$ cat src/design/zolc_pkg.sv
// Zero-overhead loop controller: register map, field layouts, reset values
package zolc_pkg;

  localparam int NUM_LOOPS = 2;
  localparam int ADDR_W = 32;
  localparam int CNT_W = 32;
  localparam int CSR_IDX_W = 3;

  localparam logic [ADDR_W-1:0] INSTR_BYTES = 32'h0000_0004;
  localparam logic [CNT_W-1:0] CNT_ONE = 32'h0000_0001;
  localparam logic [CNT_W-1:0] CNT_ZERO = 32'h0000_0000;
  localparam logic [ADDR_W-1:0] ADDR_RESET = 32'h0000_0000;

  // Loop register words, three per set, in CSR and bus order
  localparam logic [CSR_IDX_W-1:0] IDX_BEGIN0 = 3'h0;
  localparam logic [CSR_IDX_W-1:0] IDX_FINISH0 = 3'h1;
  localparam logic [CSR_IDX_W-1:0] IDX_COUNT0 = 3'h2;
  localparam logic [CSR_IDX_W-1:0] IDX_BEGIN1 = 3'h3;
  localparam logic [CSR_IDX_W-1:0] IDX_FINISH1 = 3'h4;
  localparam logic [CSR_IDX_W-1:0] IDX_COUNT1 = 3'h5;
  localparam logic [11:0] CSR_WORDS = 12'h006;

  // Bus byte offsets
  localparam logic [7:0] OFS_LOOP_FIRST = 8'h00;
  localparam logic [7:0] OFS_LOOP_LAST = 8'h14;
  localparam logic [7:0] OFS_IRQ_STATUS = 8'h18;
  localparam logic [7:0] OFS_IRQ_MASK = 8'h1C;
  localparam logic [7:0] OFS_CTRL = 8'h20;

  // Interrupt status / mask layout
  localparam int IRQ_W = 3;
  localparam int IRQ_DONE0_BIT = 0;
  localparam int IRQ_DONE1_BIT = 1;
  localparam int IRQ_ILLEGAL_BIT = 2;
  localparam logic [IRQ_W-1:0] IRQ_STATUS_RESET = 3'h0;
  localparam logic [IRQ_W-1:0] IRQ_MASK_RESET = 3'h0;

  // Control layout
  localparam int CTRL_W = 1;
  localparam int CTRL_EN_BIT = 0;
  localparam logic [CTRL_W-1:0] CTRL_RESET = 1'h1;

  localparam logic [31:0] WORD_ZERO = 32'h0000_0000;

  typedef enum logic [1:0] {
    ZOLC_SETUP_BEGIN,
    ZOLC_SETUP_FINISH,
    ZOLC_SETUP_COUNT,
    ZOLC_SETUP_ALL
  } zolc_setup_kind_t;

  typedef struct packed {
    logic valid;
    logic loop_sel;
    zolc_setup_kind_t kind;
    logic [ADDR_W-1:0] loop_begin_addr;
    logic [ADDR_W-1:0] loop_finish_addr;
    logic [CNT_W-1:0] loop_iterations_left;
  } zolc_setup_t;

  typedef struct packed {
    logic [ADDR_W-1:0] loop_begin_addr;
    logic [ADDR_W-1:0] loop_finish_addr;
    logic [CNT_W-1:0] loop_iterations_left;
  } zolc_set_t;

  typedef zolc_set_t [NUM_LOOPS-1:0] zolc_sets_t;

  localparam zolc_set_t SET_RESET = '{ADDR_RESET, ADDR_RESET, CNT_ZERO};

endpackage : zolc_pkg

$ cat src/design/zolc_top.sv
// Zero-overhead loop controller with CSR view and AHB-Lite register slave
//
// Added by the designer: the AHB-Lite register port and the placing of the registers.
`timescale 1ns/10ps

module zolc_top #(
  parameter bit LOOP_FEATURE_BUILD_PARAM = 1'b1,
  parameter logic [11:0] CSR_BASE = 12'hCC0
) (
  input wire logic sys_clk_in,
  input wire logic srst_in,
  input wire zolc_pkg::zolc_setup_t setup_in,
  input wire logic exec_valid_in,
  input wire logic [31:0] exec_pc_in,
  input wire logic exec_cancel_in,
  output logic redirect_out,
  output logic [31:0] redirect_addr_out,
  input wire logic csr_rd_in,
  input wire logic csr_wr_in,
  input wire logic [11:0] csr_addr_in,
  output logic [31:0] csr_rdata_out,
  output logic csr_illegal_out,
  input wire logic hsel_in,
  input wire logic [31:0] haddr_in,
  input wire logic [1:0] htrans_in,
  input wire logic hwrite_in,
  input wire logic [2:0] hsize_in,
  input wire logic [31:0] hwdata_in,
  input wire logic hready_in,
  output logic hreadyout_out,
  output logic hresp_out,
  output logic [31:0] hrdata_out,
  output logic irq_out
);

  function automatic logic [31:0] loop_word(
    input zolc_pkg::zolc_sets_t sets,
    input logic [zolc_pkg::CSR_IDX_W-1:0] idx
  );
    logic [31:0] w;
    w = zolc_pkg::WORD_ZERO;
    case (idx)
      zolc_pkg::IDX_BEGIN0: w = sets[0].loop_begin_addr;
      zolc_pkg::IDX_FINISH0: w = sets[0].loop_finish_addr;
      zolc_pkg::IDX_COUNT0: w = sets[0].loop_iterations_left;
      zolc_pkg::IDX_BEGIN1: w = sets[1].loop_begin_addr;
      zolc_pkg::IDX_FINISH1: w = sets[1].loop_finish_addr;
      zolc_pkg::IDX_COUNT1: w = sets[1].loop_iterations_left;
      default: w = zolc_pkg::WORD_ZERO;
    endcase
    return w;
  endfunction : loop_word

  function automatic logic set_active(input zolc_pkg::zolc_set_t s);
    return s.loop_iterations_left != zolc_pkg::CNT_ZERO;
  endfunction : set_active

  zolc_pkg::zolc_sets_t loops;
  zolc_pkg::zolc_sets_t next_loops;
  logic [zolc_pkg::IRQ_W-1:0] irq_status;
  logic [zolc_pkg::IRQ_W-1:0] irq_mask;
  logic [zolc_pkg::CTRL_W-1:0] ctrl;
  logic dp_write;
  logic [7:0] dp_addr;

  wire logic [zolc_pkg::NUM_LOOPS-1:0] at_last;
  wire logic [zolc_pkg::NUM_LOOPS-1:0] take;
  wire logic [zolc_pkg::NUM_LOOPS-1:0] loop_back;
  wire logic [zolc_pkg::NUM_LOOPS-1:0] loop_done;

  // Cancelled instruction neither counts nor redirects
  wire logic run = exec_valid_in && !exec_cancel_in && ctrl[zolc_pkg::CTRL_EN_BIT];

  for (genvar i = 0; i < zolc_pkg::NUM_LOOPS; i++)
  begin : g_loop
    // Final body instruction sits at finish - 4
    // Only a non-zero counter arms the loop
    assign at_last[i] = set_active(loops[i]) &&
      (exec_pc_in == (loops[i].loop_finish_addr - zolc_pkg::INSTR_BYTES));
    // Above one loops back, exactly one falls through
    assign loop_back[i] = take[i] && (loops[i].loop_iterations_left != zolc_pkg::CNT_ONE);
    assign loop_done[i] = take[i] && (loops[i].loop_iterations_left == zolc_pkg::CNT_ONE);
  end

  // Inner loop 0 shadows loop 1 on a shared end
  assign take[0] = run && at_last[0];
  assign take[1] = run && at_last[1] && !at_last[0];

  // Combinational redirect, fetch sees it same cycle
  assign redirect_out = |loop_back;
  // Target is the first body instruction
  assign redirect_addr_out = loop_back[0] ? loops[0].loop_begin_addr :
                             loops[1].loop_begin_addr;

  // Next loop state: setup from the core overrides a same-cycle decrement
  always_comb
  begin
    next_loops = loops;
    for (int i = 0; i < zolc_pkg::NUM_LOOPS; i++)
    begin
      // One count consumed per executed final instruction
      if (take[i])
      begin
        next_loops[i].loop_iterations_left =
          loops[i].loop_iterations_left - zolc_pkg::CNT_ONE;
      end
      if (setup_in.valid && (int'(setup_in.loop_sel) == i))
      begin
        case (setup_in.kind)
          zolc_pkg::ZOLC_SETUP_BEGIN:
            next_loops[i].loop_begin_addr = setup_in.loop_begin_addr;
          zolc_pkg::ZOLC_SETUP_FINISH:
            next_loops[i].loop_finish_addr = setup_in.loop_finish_addr;
          zolc_pkg::ZOLC_SETUP_COUNT:
            next_loops[i].loop_iterations_left = setup_in.loop_iterations_left;
          // All three words loaded in one cycle
          zolc_pkg::ZOLC_SETUP_ALL:
          begin
            next_loops[i].loop_begin_addr = setup_in.loop_begin_addr;
            next_loops[i].loop_finish_addr = setup_in.loop_finish_addr;
            next_loops[i].loop_iterations_left = setup_in.loop_iterations_left;
          end
          default: next_loops[i] = loops[i];
        endcase
      end
    end
  end

  // Loop sets exist only when the feature is built in
  if (LOOP_FEATURE_BUILD_PARAM)
  begin : g_sets
    // Two independent sets in separate flip-flops
    always_ff @(posedge sys_clk_in)
    begin
      if (srst_in)
      begin
        loops <= {zolc_pkg::NUM_LOOPS{zolc_pkg::SET_RESET}};
      end
      else
      begin
        loops <= next_loops;
      end
    end
  end
  else
  begin : g_no_sets
    assign loops = {zolc_pkg::NUM_LOOPS{zolc_pkg::SET_RESET}};
  end

  // CSR view of the loop sets
  wire logic [11:0] csr_offset = csr_addr_in - CSR_BASE;
  wire logic csr_hit = LOOP_FEATURE_BUILD_PARAM && (csr_offset < zolc_pkg::CSR_WORDS);
  wire logic [zolc_pkg::CSR_IDX_W-1:0] csr_idx = csr_offset[zolc_pkg::CSR_IDX_W-1:0];

  // Loop registers are read-only to CSR writes
  assign csr_illegal_out = csr_wr_in && csr_hit;

  // Loop sets readable through CSR space
  always_ff @(posedge sys_clk_in)
  begin
    if (srst_in)
    begin
      csr_rdata_out <= zolc_pkg::WORD_ZERO;
    end
    else if (csr_rd_in)
    begin
      csr_rdata_out <= csr_hit ? loop_word(loops, csr_idx) : zolc_pkg::WORD_ZERO;
    end
  end

  // AHB-Lite slave: zero wait states, always OKAY
  wire logic ahb_take = hsel_in && htrans_in[1] && hready_in;
  wire logic [7:0] ahb_ofs = haddr_in[7:0];
  wire logic ahb_upper_zero = (haddr_in[31:8] == 24'h000000);
  wire logic ahb_loop_sel = ahb_upper_zero && (ahb_ofs <= zolc_pkg::OFS_LOOP_LAST) &&
    (ahb_ofs >= zolc_pkg::OFS_LOOP_FIRST);
  wire logic [zolc_pkg::CSR_IDX_W-1:0] ahb_idx = ahb_ofs[4:2];

  assign hreadyout_out = 1'b1;
  assign hresp_out = 1'b0;

  logic [31:0] ahb_rword;
  always_comb
  begin
    ahb_rword = zolc_pkg::WORD_ZERO;
    if (ahb_loop_sel)
    begin
      ahb_rword = loop_word(loops, ahb_idx);
    end
    else if (ahb_upper_zero && (ahb_ofs == zolc_pkg::OFS_IRQ_STATUS))
    begin
      ahb_rword = {29'h0000000, irq_status};
    end
    else if (ahb_upper_zero && (ahb_ofs == zolc_pkg::OFS_IRQ_MASK))
    begin
      ahb_rword = {29'h0000000, irq_mask};
    end
    else if (ahb_upper_zero && (ahb_ofs == zolc_pkg::OFS_CTRL))
    begin
      ahb_rword = {31'h00000000, ctrl};
    end
  end

  // Address phase capture and read data
  always_ff @(posedge sys_clk_in)
  begin
    if (srst_in)
    begin
      dp_write <= 1'b0;
      dp_addr <= 8'h00;
      hrdata_out <= zolc_pkg::WORD_ZERO;
    end
    else
    begin
      dp_write <= ahb_take && hwrite_in && ahb_upper_zero;
      if (ahb_take)
      begin
        dp_addr <= ahb_ofs;
      end
      if (ahb_take && !hwrite_in)
      begin
        hrdata_out <= ahb_rword;
      end
    end
  end

  // Data-phase write decode
  wire logic wr_status = dp_write && (dp_addr == zolc_pkg::OFS_IRQ_STATUS);
  wire logic wr_mask = dp_write && (dp_addr == zolc_pkg::OFS_IRQ_MASK);
  wire logic wr_ctrl = dp_write && (dp_addr == zolc_pkg::OFS_CTRL);
  // Bus writes to loop words are dropped and flagged
  wire logic wr_loop = dp_write && (dp_addr <= zolc_pkg::OFS_LOOP_LAST);

  wire logic [zolc_pkg::IRQ_W-1:0] irq_set = {
    csr_illegal_out || wr_loop,
    loop_done[1],
    loop_done[0]
  };
  wire logic [zolc_pkg::IRQ_W-1:0] irq_clr =
    wr_status ? hwdata_in[zolc_pkg::IRQ_W-1:0] : 3'h0;

  // Sticky status, set beats a same-cycle write-one-to-clear
  always_ff @(posedge sys_clk_in)
  begin
    if (srst_in)
    begin
      irq_status <= zolc_pkg::IRQ_STATUS_RESET;
      irq_mask <= zolc_pkg::IRQ_MASK_RESET;
      ctrl <= zolc_pkg::CTRL_RESET;
    end
    else
    begin
      irq_status <= (irq_status & ~irq_clr) | irq_set;
      if (wr_mask)
      begin
        irq_mask <= hwdata_in[zolc_pkg::IRQ_W-1:0];
      end
      if (wr_ctrl)
      begin
        ctrl <= hwdata_in[zolc_pkg::CTRL_W-1:0];
      end
    end
  end

  assign irq_out = |(irq_status & irq_mask);

endmodule : zolc_top

$ cat config.mk
export PLATFORM = sky130hd
export DESIGN_NAME = zolc_top
export DESIGN_NICKNAME = d
export VERILOG_FILES = /design/src/design/zolc_pkg.sv /design/src/design/zolc_top.sv
export SDC_FILE = /design/constraint.sdc
export NUM_CORES = 1
export LEC_CHECK = 0
export BUFFER_PORTS_ARGS = -buffer_cell sky130_fd_sc_hd__buf_2
export CAP_MARGIN = 40
export CORE_ASPECT_RATIO = 1.25
export CORE_MARGIN = 4
export CORE_UTILIZATION = 56
export CTS_CLUSTER_SIZE = 20
export DETAILED_ROUTE_END_ITERATION = 10
export GPL_TIMING_DRIVEN = 0
export PLACE_DENSITY_LB_ADDON = 0.2
export SLEW_MARGIN = 5
export SYNTH_ARGS = -nofsm -noshare
export SYNTH_HDL_FRONTEND = slang
export SYNTH_SLANG_ARGS = --single-unit
$ cat constraint.sdc
create_clock -name sys_clk_in -period 5 [get_ports sys_clk_in]
set_clock_uncertainty 0.1 [all_clocks]
set_input_delay 0.5 -clock sys_clk_in [delete_from_list [all_inputs] [get_ports sys_clk_in]]
set_output_delay 0.5 -clock sys_clk_in [all_outputs]
set_load 0.02 [all_outputs]
==> flow_summary_export.csv, run 1 <==
group,metric,value,unit
outcome,status,"complete, but fails checks",
outcome,violations,"negative setup slack",
routing,wire_per_inst,25.7,µm
critical_path,timing.rr.start,"loops[40]",
synthesis,synthArstFlopShare,0,%
sta,fin_ws,-87.8,ps
critical_path,cp_max_fo,8,
global_route,grt_use_met3,7.66,%
sta,drv_slew,0,
critical_path,startpoint_type,"register",
cts,clockBufferDepth,3,
power_and_ir_drop,p_per_area,295,nW/µm²
synthesis,synth_top_area_share,34.4,%
critical_path,critPathRequiredTime,4400,ps
sta,hold_viol_final,0,
worst_hold_path,min-delay-path-class,"primary input to register",
synthesis,synth-edff-count,0,
critical_path,reg2reg_depth,14,
critical_path,path_class,"register to output port",
sta,slew_headroom,30.4,%
power_and_ir_drop,cellLeakagePower,6.85,nW
worst_hold_path,hold_path_end,"loops[42]",
die,die_w,158,µm
layout,fin_area,19300,µm²
sta,max_freq,197,MHz
routing,postRouteAntennaNets,0,
synthesis,synth_top_cell_by_area,"dfxtp_1",
die,core-area,27700,µm²
routing,drtIter0Drc,2653,
cts,cts_tree,"built",
synthesis,synthCells,2063,
cts,cts_root_buffer,"clkbuf_16",
synthesis,netlist_area,15800,µm²
synthesis,synth_fp_nets,2296,
routing,via_per_inst,6.84,
cts,htree_levels,1,
layout,drive_gt1_share,18.7,%
flow_run,drv_cap,0,
layout,area_delta_synth_final,21.9,%
cts,cts_buffers,29,
critical_path,cp-end-kind,"output port",
global_route,grt-busiest-layer,"met2",
cts,clkLatencyLatePin,570,ps
power_and_ir_drop,total_power,5.71,mW
power_and_ir_drop,ir_drop,0.283,mV
die,pin_count,323,
critical_path,rrSetupSlack,240,ps
die,rows,68,
global_route,gr-usage-met2,69.2,%
sta,rsz0062_at_grt,"true",
global_route,grt_pass1_wl,103000,µm
synthesis,yosysUniqueCellTypes,71,
global_route,grt_pass1_vias,17700,
sta,setup-tns-final,-1410,ps
synthesis,synthTopCellsByArea,"dfxtp_1 (34%), a22oi_1 (11%), nand2_1 (7.3%)",
place,place_ws,-1080,ps
routing,routed_wl,71100,µm
sta,timing.final.crit_share,102,%
global_route,gr-total-overflow,0,
cts,ctsHoldBuffers,0,
cts,cts.reportedPaths.clkPinSlew,70,ps
place,dpl.hpwl,54300,µm
synthesis,synth_ff_type,"dfxtp_1",
cts,cts_sinks,272,
sta,finalCriticalPeriod,5090,ps
global_route,grt_usage,43.3,%
sta,tightest_slew,1040,ps
routing,drc,0,
worst_hold_path,holdPathStages,3,
sta,finalSetupViolCount,27,
global_route,grt_max_degree,15,
global_route,grt_use_met1,53.0,%
worst_hold_path,hold_start,"setup_in[42]",
synthesis,syn_avg_cell_area,7.68,µm²
die,dieArea,31100,µm²
place,io_buffers,283,
routing,vias,18900,
critical_path,r2r-end,"loops[17]",
place,gp_congestion,1.07,
synthesis,ys_seq_area_share,34.4,%
synthesis,ys_warn_count,0,
synthesis,ys_ff_latch,272,
global_route,grt_antenna_before_repair,0,
die,initial_core_util,57.1,%
layout,num-nets-final,2628,
critical_path,arrival,4490,ps
place,dpl-instance-area,17700,µm²
routing,drt_pass1_iterations,8,
die,die_h,196,µm
==> registers in the layout, indices dropped and copies added (netlist names) <==
| name | flops |
|---|---|
| irq_mask | 3 |
| hrdata_out | 32 |
| dp_write | 1 |
| loops | 192 |
| irq_status | 3 |
| ctrl | 1 |
| dp_addr | 8 |
| csr_rdata_out | 32 |
==> cell type report <==
class,count,area (µm²)
Multi-Input combinational cell,1574,9750
Fill cell,2328,8420
Sequential cell,272,5460
Timing Repair Buffer,310,1790
Clock buffer,40,857
Buffer,188,774
Tap cell,350,438
Clock inverter,11,166
Inverter,20,77.6
Antenna cell,1,2.50
==> layout by cell type (no fill, tap or decap), types with 28 or more instances in the layout <==
cell type / n
a21oi_1: 179
a22oi_1: 222
a311oi_1: 51
a31oi_1: 66
buf_2: 268
clkbuf_1: 172
clkbuf_16: 29
dfxtp_1: 268
nand2_1: 307
nand3_1: 28
nor2_1: 173
nor3_1: 32
nor4_1: 36
o21ai_0: 38
or3_1: 51
or4_1: 35
xnor2_1: 68
==> synthesized netlist by cell type, drive strengths merged (10+ instances only) <==
| library cell | instances |
|---|---|
| or3 | 51 |
| o21ai | 41 |
| nor2 | 173 |
| nor3 | 34 |
| clkbuf | 181 |
| nand3 | 30 |
| or2 | 18 |
| a22oi | 222 |
| inv | 20 |
| nor4 | 41 |
| a311oi | 51 |
| and3 | 10 |
| xnor2 | 68 |
| o31ai | 22 |
| mux2 | 34 |
| dfxtp | 272 |
| nand2 | 308 |
| or4 | 40 |
| a211oi | 18 |
| nand2b | 12 |
| buf | 16 |
| nor3b | 18 |
| xor2 | 27 |
| a31oi | 66 |
| ha | 11 |
| a21oi | 179 |
==> worst max path at each step <==
stage,from,to,slack (ps)
after floorplan,loops[34],redirect_addr_out[10],280
after global placement,loops[34],redirect_addr_out[30],-1180
after detailed placement,loops[36],redirect_addr_out[30],-1080
after CTS,loops[34],redirect_addr_out[30],-40
after global routing,loops[43],redirect_addr_out[30],-120
final,loops[40],redirect_addr_out[30],-90
==> critical path, cell delays in order (launching register included) <==
cell	delay (ps)
dfxtp_1	300
buf_2	190
or4b_4	590
or2_1	250
buf_6	140
or4_4	470
a22o_4	290
a2111oi_4	200
buf_4	200
nand3_4	110
nor3_4	170
and2_4	260
buf_12	150
buf_8	120
mux2_4	330
buf_6	140
==> metal layers <==
| layer | wire length (µm) | vias to the layer above |
|---|---|---|
| li1 | - | 8278 |
| met1 | 24500 | 8828 |
| met2 | 31800 | 1454 |
| met3 | 8890 | 352 |
| met4 | 5880 | 0 |
| met5 | 0 | - |
==> logic make-up (layout without fill, tap and decap cells) <==
| kind of cell | count (synthesis) | in the layout | share of synthesized area [%] |
|---|---|---|---|
| flops | 272 | 272 | 34.4 |
| compound gates | 643 | 643 | 27.2 |
| buf+inv | 217 | 569 | 5.41 |
| fa+ha+maj | 11 | 11 | 0.869 |
| mux | 41 | 41 | 2.86 |
| other cells | 2 | 3 | 0.0474 |
| xor+xnor | 96 | 96 | 5.39 |
| simple gates | 781 | 781 | 23.8 |
==> power breakdown <==
group / internal, mW / switching [mW]
Combinational: 0.369 / 0.650
Sequential: 2.23 / 0.118
Clock: 1.40 / 0.940
Total: 4.00 / 1.71
==> metrics by stage <==
stage / hold slack, ps / instances / util, %
finish: 72.8 / 2766 / 69.6
global route: 83.2 / 2765 / 69.6
CTS: 58.4 / 2761 / 69.3
detailed placement: 350 / 2702 / 64.0
global placement: 348 / 2696 / 63.8
floorplan: 336 / 2063 / -
==> repair_timing <==
action                                  in CTS  in global routing
cloned                                       2                  0
gates resized for setup                     89                 14
pin swaps                                    9                  4
endpoints found under the setup margin      86                 44
setup buffers                               14                  5
hold endpoints to repair                     0                  0
(Power assumes the default switching activity.)
==> inputs of run 2 (changes only) <==
--- a/config.mk
+++ b/config.mk
@@ -13,7 +13,9 @@
 export CTS_CLUSTER_SIZE = 20
 export DETAILED_ROUTE_END_ITERATION = 10
 export GPL_TIMING_DRIVEN = 0
+export HOLD_SLACK_MARGIN = 0.03
 export PLACE_DENSITY_LB_ADDON = 0.2
+export RECOVER_POWER = 25
 export SLEW_MARGIN = 5
 export SYNTH_ARGS = -nofsm -noshare
 export SYNTH_HDL_FRONTEND = slang
==> flow_summary_export.csv, run 2 (synthesis results as in run 1) <==
group,metric,value,unit
power_and_ir_drop,comb_power_share,17.8,%
critical_path,cp_common_cell,"buf_6",
routing,routed_wl,71100,µm
sta,finalSetupViolCount,27,
sta,fin_ws,-80.9,ps
cts,cts_root_buffer,"clkbuf_16",
global_route,gr-total-overflow,0,
global_route,grt_pass1_vias,17700,
critical_path,arrival,4480,ps
critical_path,cp_top_family,"simple AND/OR/NAND/NOR gates",
layout,fin_util,69.3,%
critical_path,slowest_stage,"or4b_4",
outcome,violations,"negative setup slack",
place,io_buffers,283,
die,core-area,27700,µm²
place,dpl.hpwl,54300,µm
routing,drt_pass1_iterations,9,
die,initial_core_util,57.1,%
global_route,grt_antenna_before_repair,0,
place,dpl-instance-area,17700,µm²
critical_path,startpoint_type,"register",
critical_path,crit_path_start,"loops[40]",
outcome,status,"complete, but fails checks",
critical_path,cp-end-kind,"output port",
critical_path,crit_chain,"buf_2, or4b_4, or2_1, buf_6, buf_4, xnor2_1, a31oi_1, o21ai_1, nand4b_1, nor3_4, and2_4, buf_12, buf_8, mux2_4, buf_6",
layout,stdcell_count,2765,
routing,wire_per_inst,25.7,µm
cts,htree_levels,1,
flow_run,drv_cap,0,
global_route,grt_pass1_wl,103000,µm
cts,cts_buffers,29,
power_and_ir_drop,total_power,5.71,mW
routing,drtIter0Drc,2699,
critical_path,cpPeakStageDelay,590,ps
die,die_h,196,µm
layout,reg_top3,"loops: 192 flops, csr_rdata_out: 32 flops, hrdata_out: 32 flops",
layout,regMostFlops,"loops",
layout,num-nets-final,2628,
power_and_ir_drop,p_per_area,297,nW/µm²
worst_hold_path,min-delay-path-class,"primary input to register",
critical_path,cp_max_fo,8,
routing,via_per_inst,6.85,
layout,drive_gt1_share,16.0,%
layout,largest_register_ffs,192,
die,rows,68,
global_route,grt_max_degree,15,
layout,area_delta_synth_final,21.4,%
layout,fin_area,19200,µm²
sta,whs,72.8,ps
cts,clkLatencyLatePin,570,ps
power_and_ir_drop,ir_drop,0.280,mV
die,dieArea,31100,µm²
power_and_ir_drop,sw_frac_of_total,30.0,%
power_and_ir_drop,p_seq_share,41.2,%
sta,slew_headroom,36.5,%
power_and_ir_drop,intPower,4.00,mW
critical_path,critPathRequiredTime,4400,ps
global_route,grt_usage,43.3,%
sta,tightest_slew,951,ps
power_and_ir_drop,pwr-share-clk,41.0,%
worst_hold_path,hold_start,"setup_in[42]",
critical_path,critPathBufInv,6,
place,gp_congestion,1.07,
sta,hold_viol_final,0,
power_and_ir_drop,cellLeakagePower,6.57,nW
cts,cts_tree,"built",
critical_path,path_class,"register to output port",
power_and_ir_drop,p_switching,1.71,mW
sta,max_freq,197,MHz
die,pin_count,323,
layout,n_antenna_cell,0,
sta,drv_slew,0,
cts,cts_sinks,272,
sta,timing.final.crit_share,102,%
place,numPlacedInstances,2702,
cts,clockBufferDepth,3,
critical_path,timing.rr.start,"loops[40]",
routing,postRouteAntennaNets,0,
sta,finalCriticalPeriod,5080,ps
layout,final_common_cell,"nand2_1",
die,die_w,158,µm
layout,final_cell_mix,"nand2_1 (307), dfxtp_1 (268), clkbuf_1 (236), a22oi_1 (222), buf_2 (204)",
cts,cts.reportedPaths.clkPinSlew,70,ps
sta,rsz0062_at_grt,"true",
routing,drc,0,
routing,vias,18900,
[run 2: power by group through the flow]
stage               clock network, mW  logic [mW]  registers, mW
global route                     2.41        1.08           2.35
floorplan                           0       0.598           2.34
CTS                              2.32       0.970           2.34
finish                           2.34        1.02           2.35
global placement                    0       0.910           2.38
detailed placement                  0       0.936           2.38
[run 2: worst paths after layout]
| path | to | slack [ps] | depth (start not counted) |
|---|---|---|---|
| worst max-delay path | redirect_addr_out[30] | -80 | 15 |
| worst min-delay path | loops[42] | 70 | 3 |
| worst max register to register | loops[23] | 250 | 14 |
| worst min register to register | dp_addr[7] | 360 | 2 |
[run 2: area by class of cell]
type | count | area, µm²
clock inverter | 11 | 166
fill | 2374 | 8510
inverter | 20 | 77.6
sequential | 272 | 5460
buffer | 188 | 774
clock buffer | 40 | 857
multi-input combinational | 1574 | 9750
tap | 350 | 438
timing repair buffer | 310 | 1710
[run 2: worst reg2reg max path, cell delays in order, from the launching register on]
cell	delay [ps]
dfxtp_1	300
buf_2	190
or4b_4	600
or2_1	250
buf_6	140
or4_4	470
a22o_4	280
a2111oi_4	200
buf_4	200
nand3_4	110
buf_4	220
or4_4	600
clkbuf_1	300
or3_1	400
a311oi_1	290
[run 2: metal layers]
metal  vias to the layer above  routed length [µm]  global-route usage, %
li1                       8282                   -                      -
met1                      8820               25000                   53.0
met2                      1452               31400                   69.2
met3                       374                8490                   7.66
met4                         0                6190                   28.7
met5                         -                   0                      0
[run 2: timing repair]
item	CTS	global route
endpoints found under the setup margin	86	44
buffers inserted	14	5
hold buffers	0	0
resized for setup	89	14
cloned	2	0
pin swaps	9	4
[run 2: metrics by stage]
stage | TNS (ps) | setup slack [ps]
CTS | -335 | -41.4
global route | -2430 | -121
floorplan | 0 | 277
global placement | -55180 | -1180
finish | -1250 | -80.9
detailed placement | -47780 | -1080
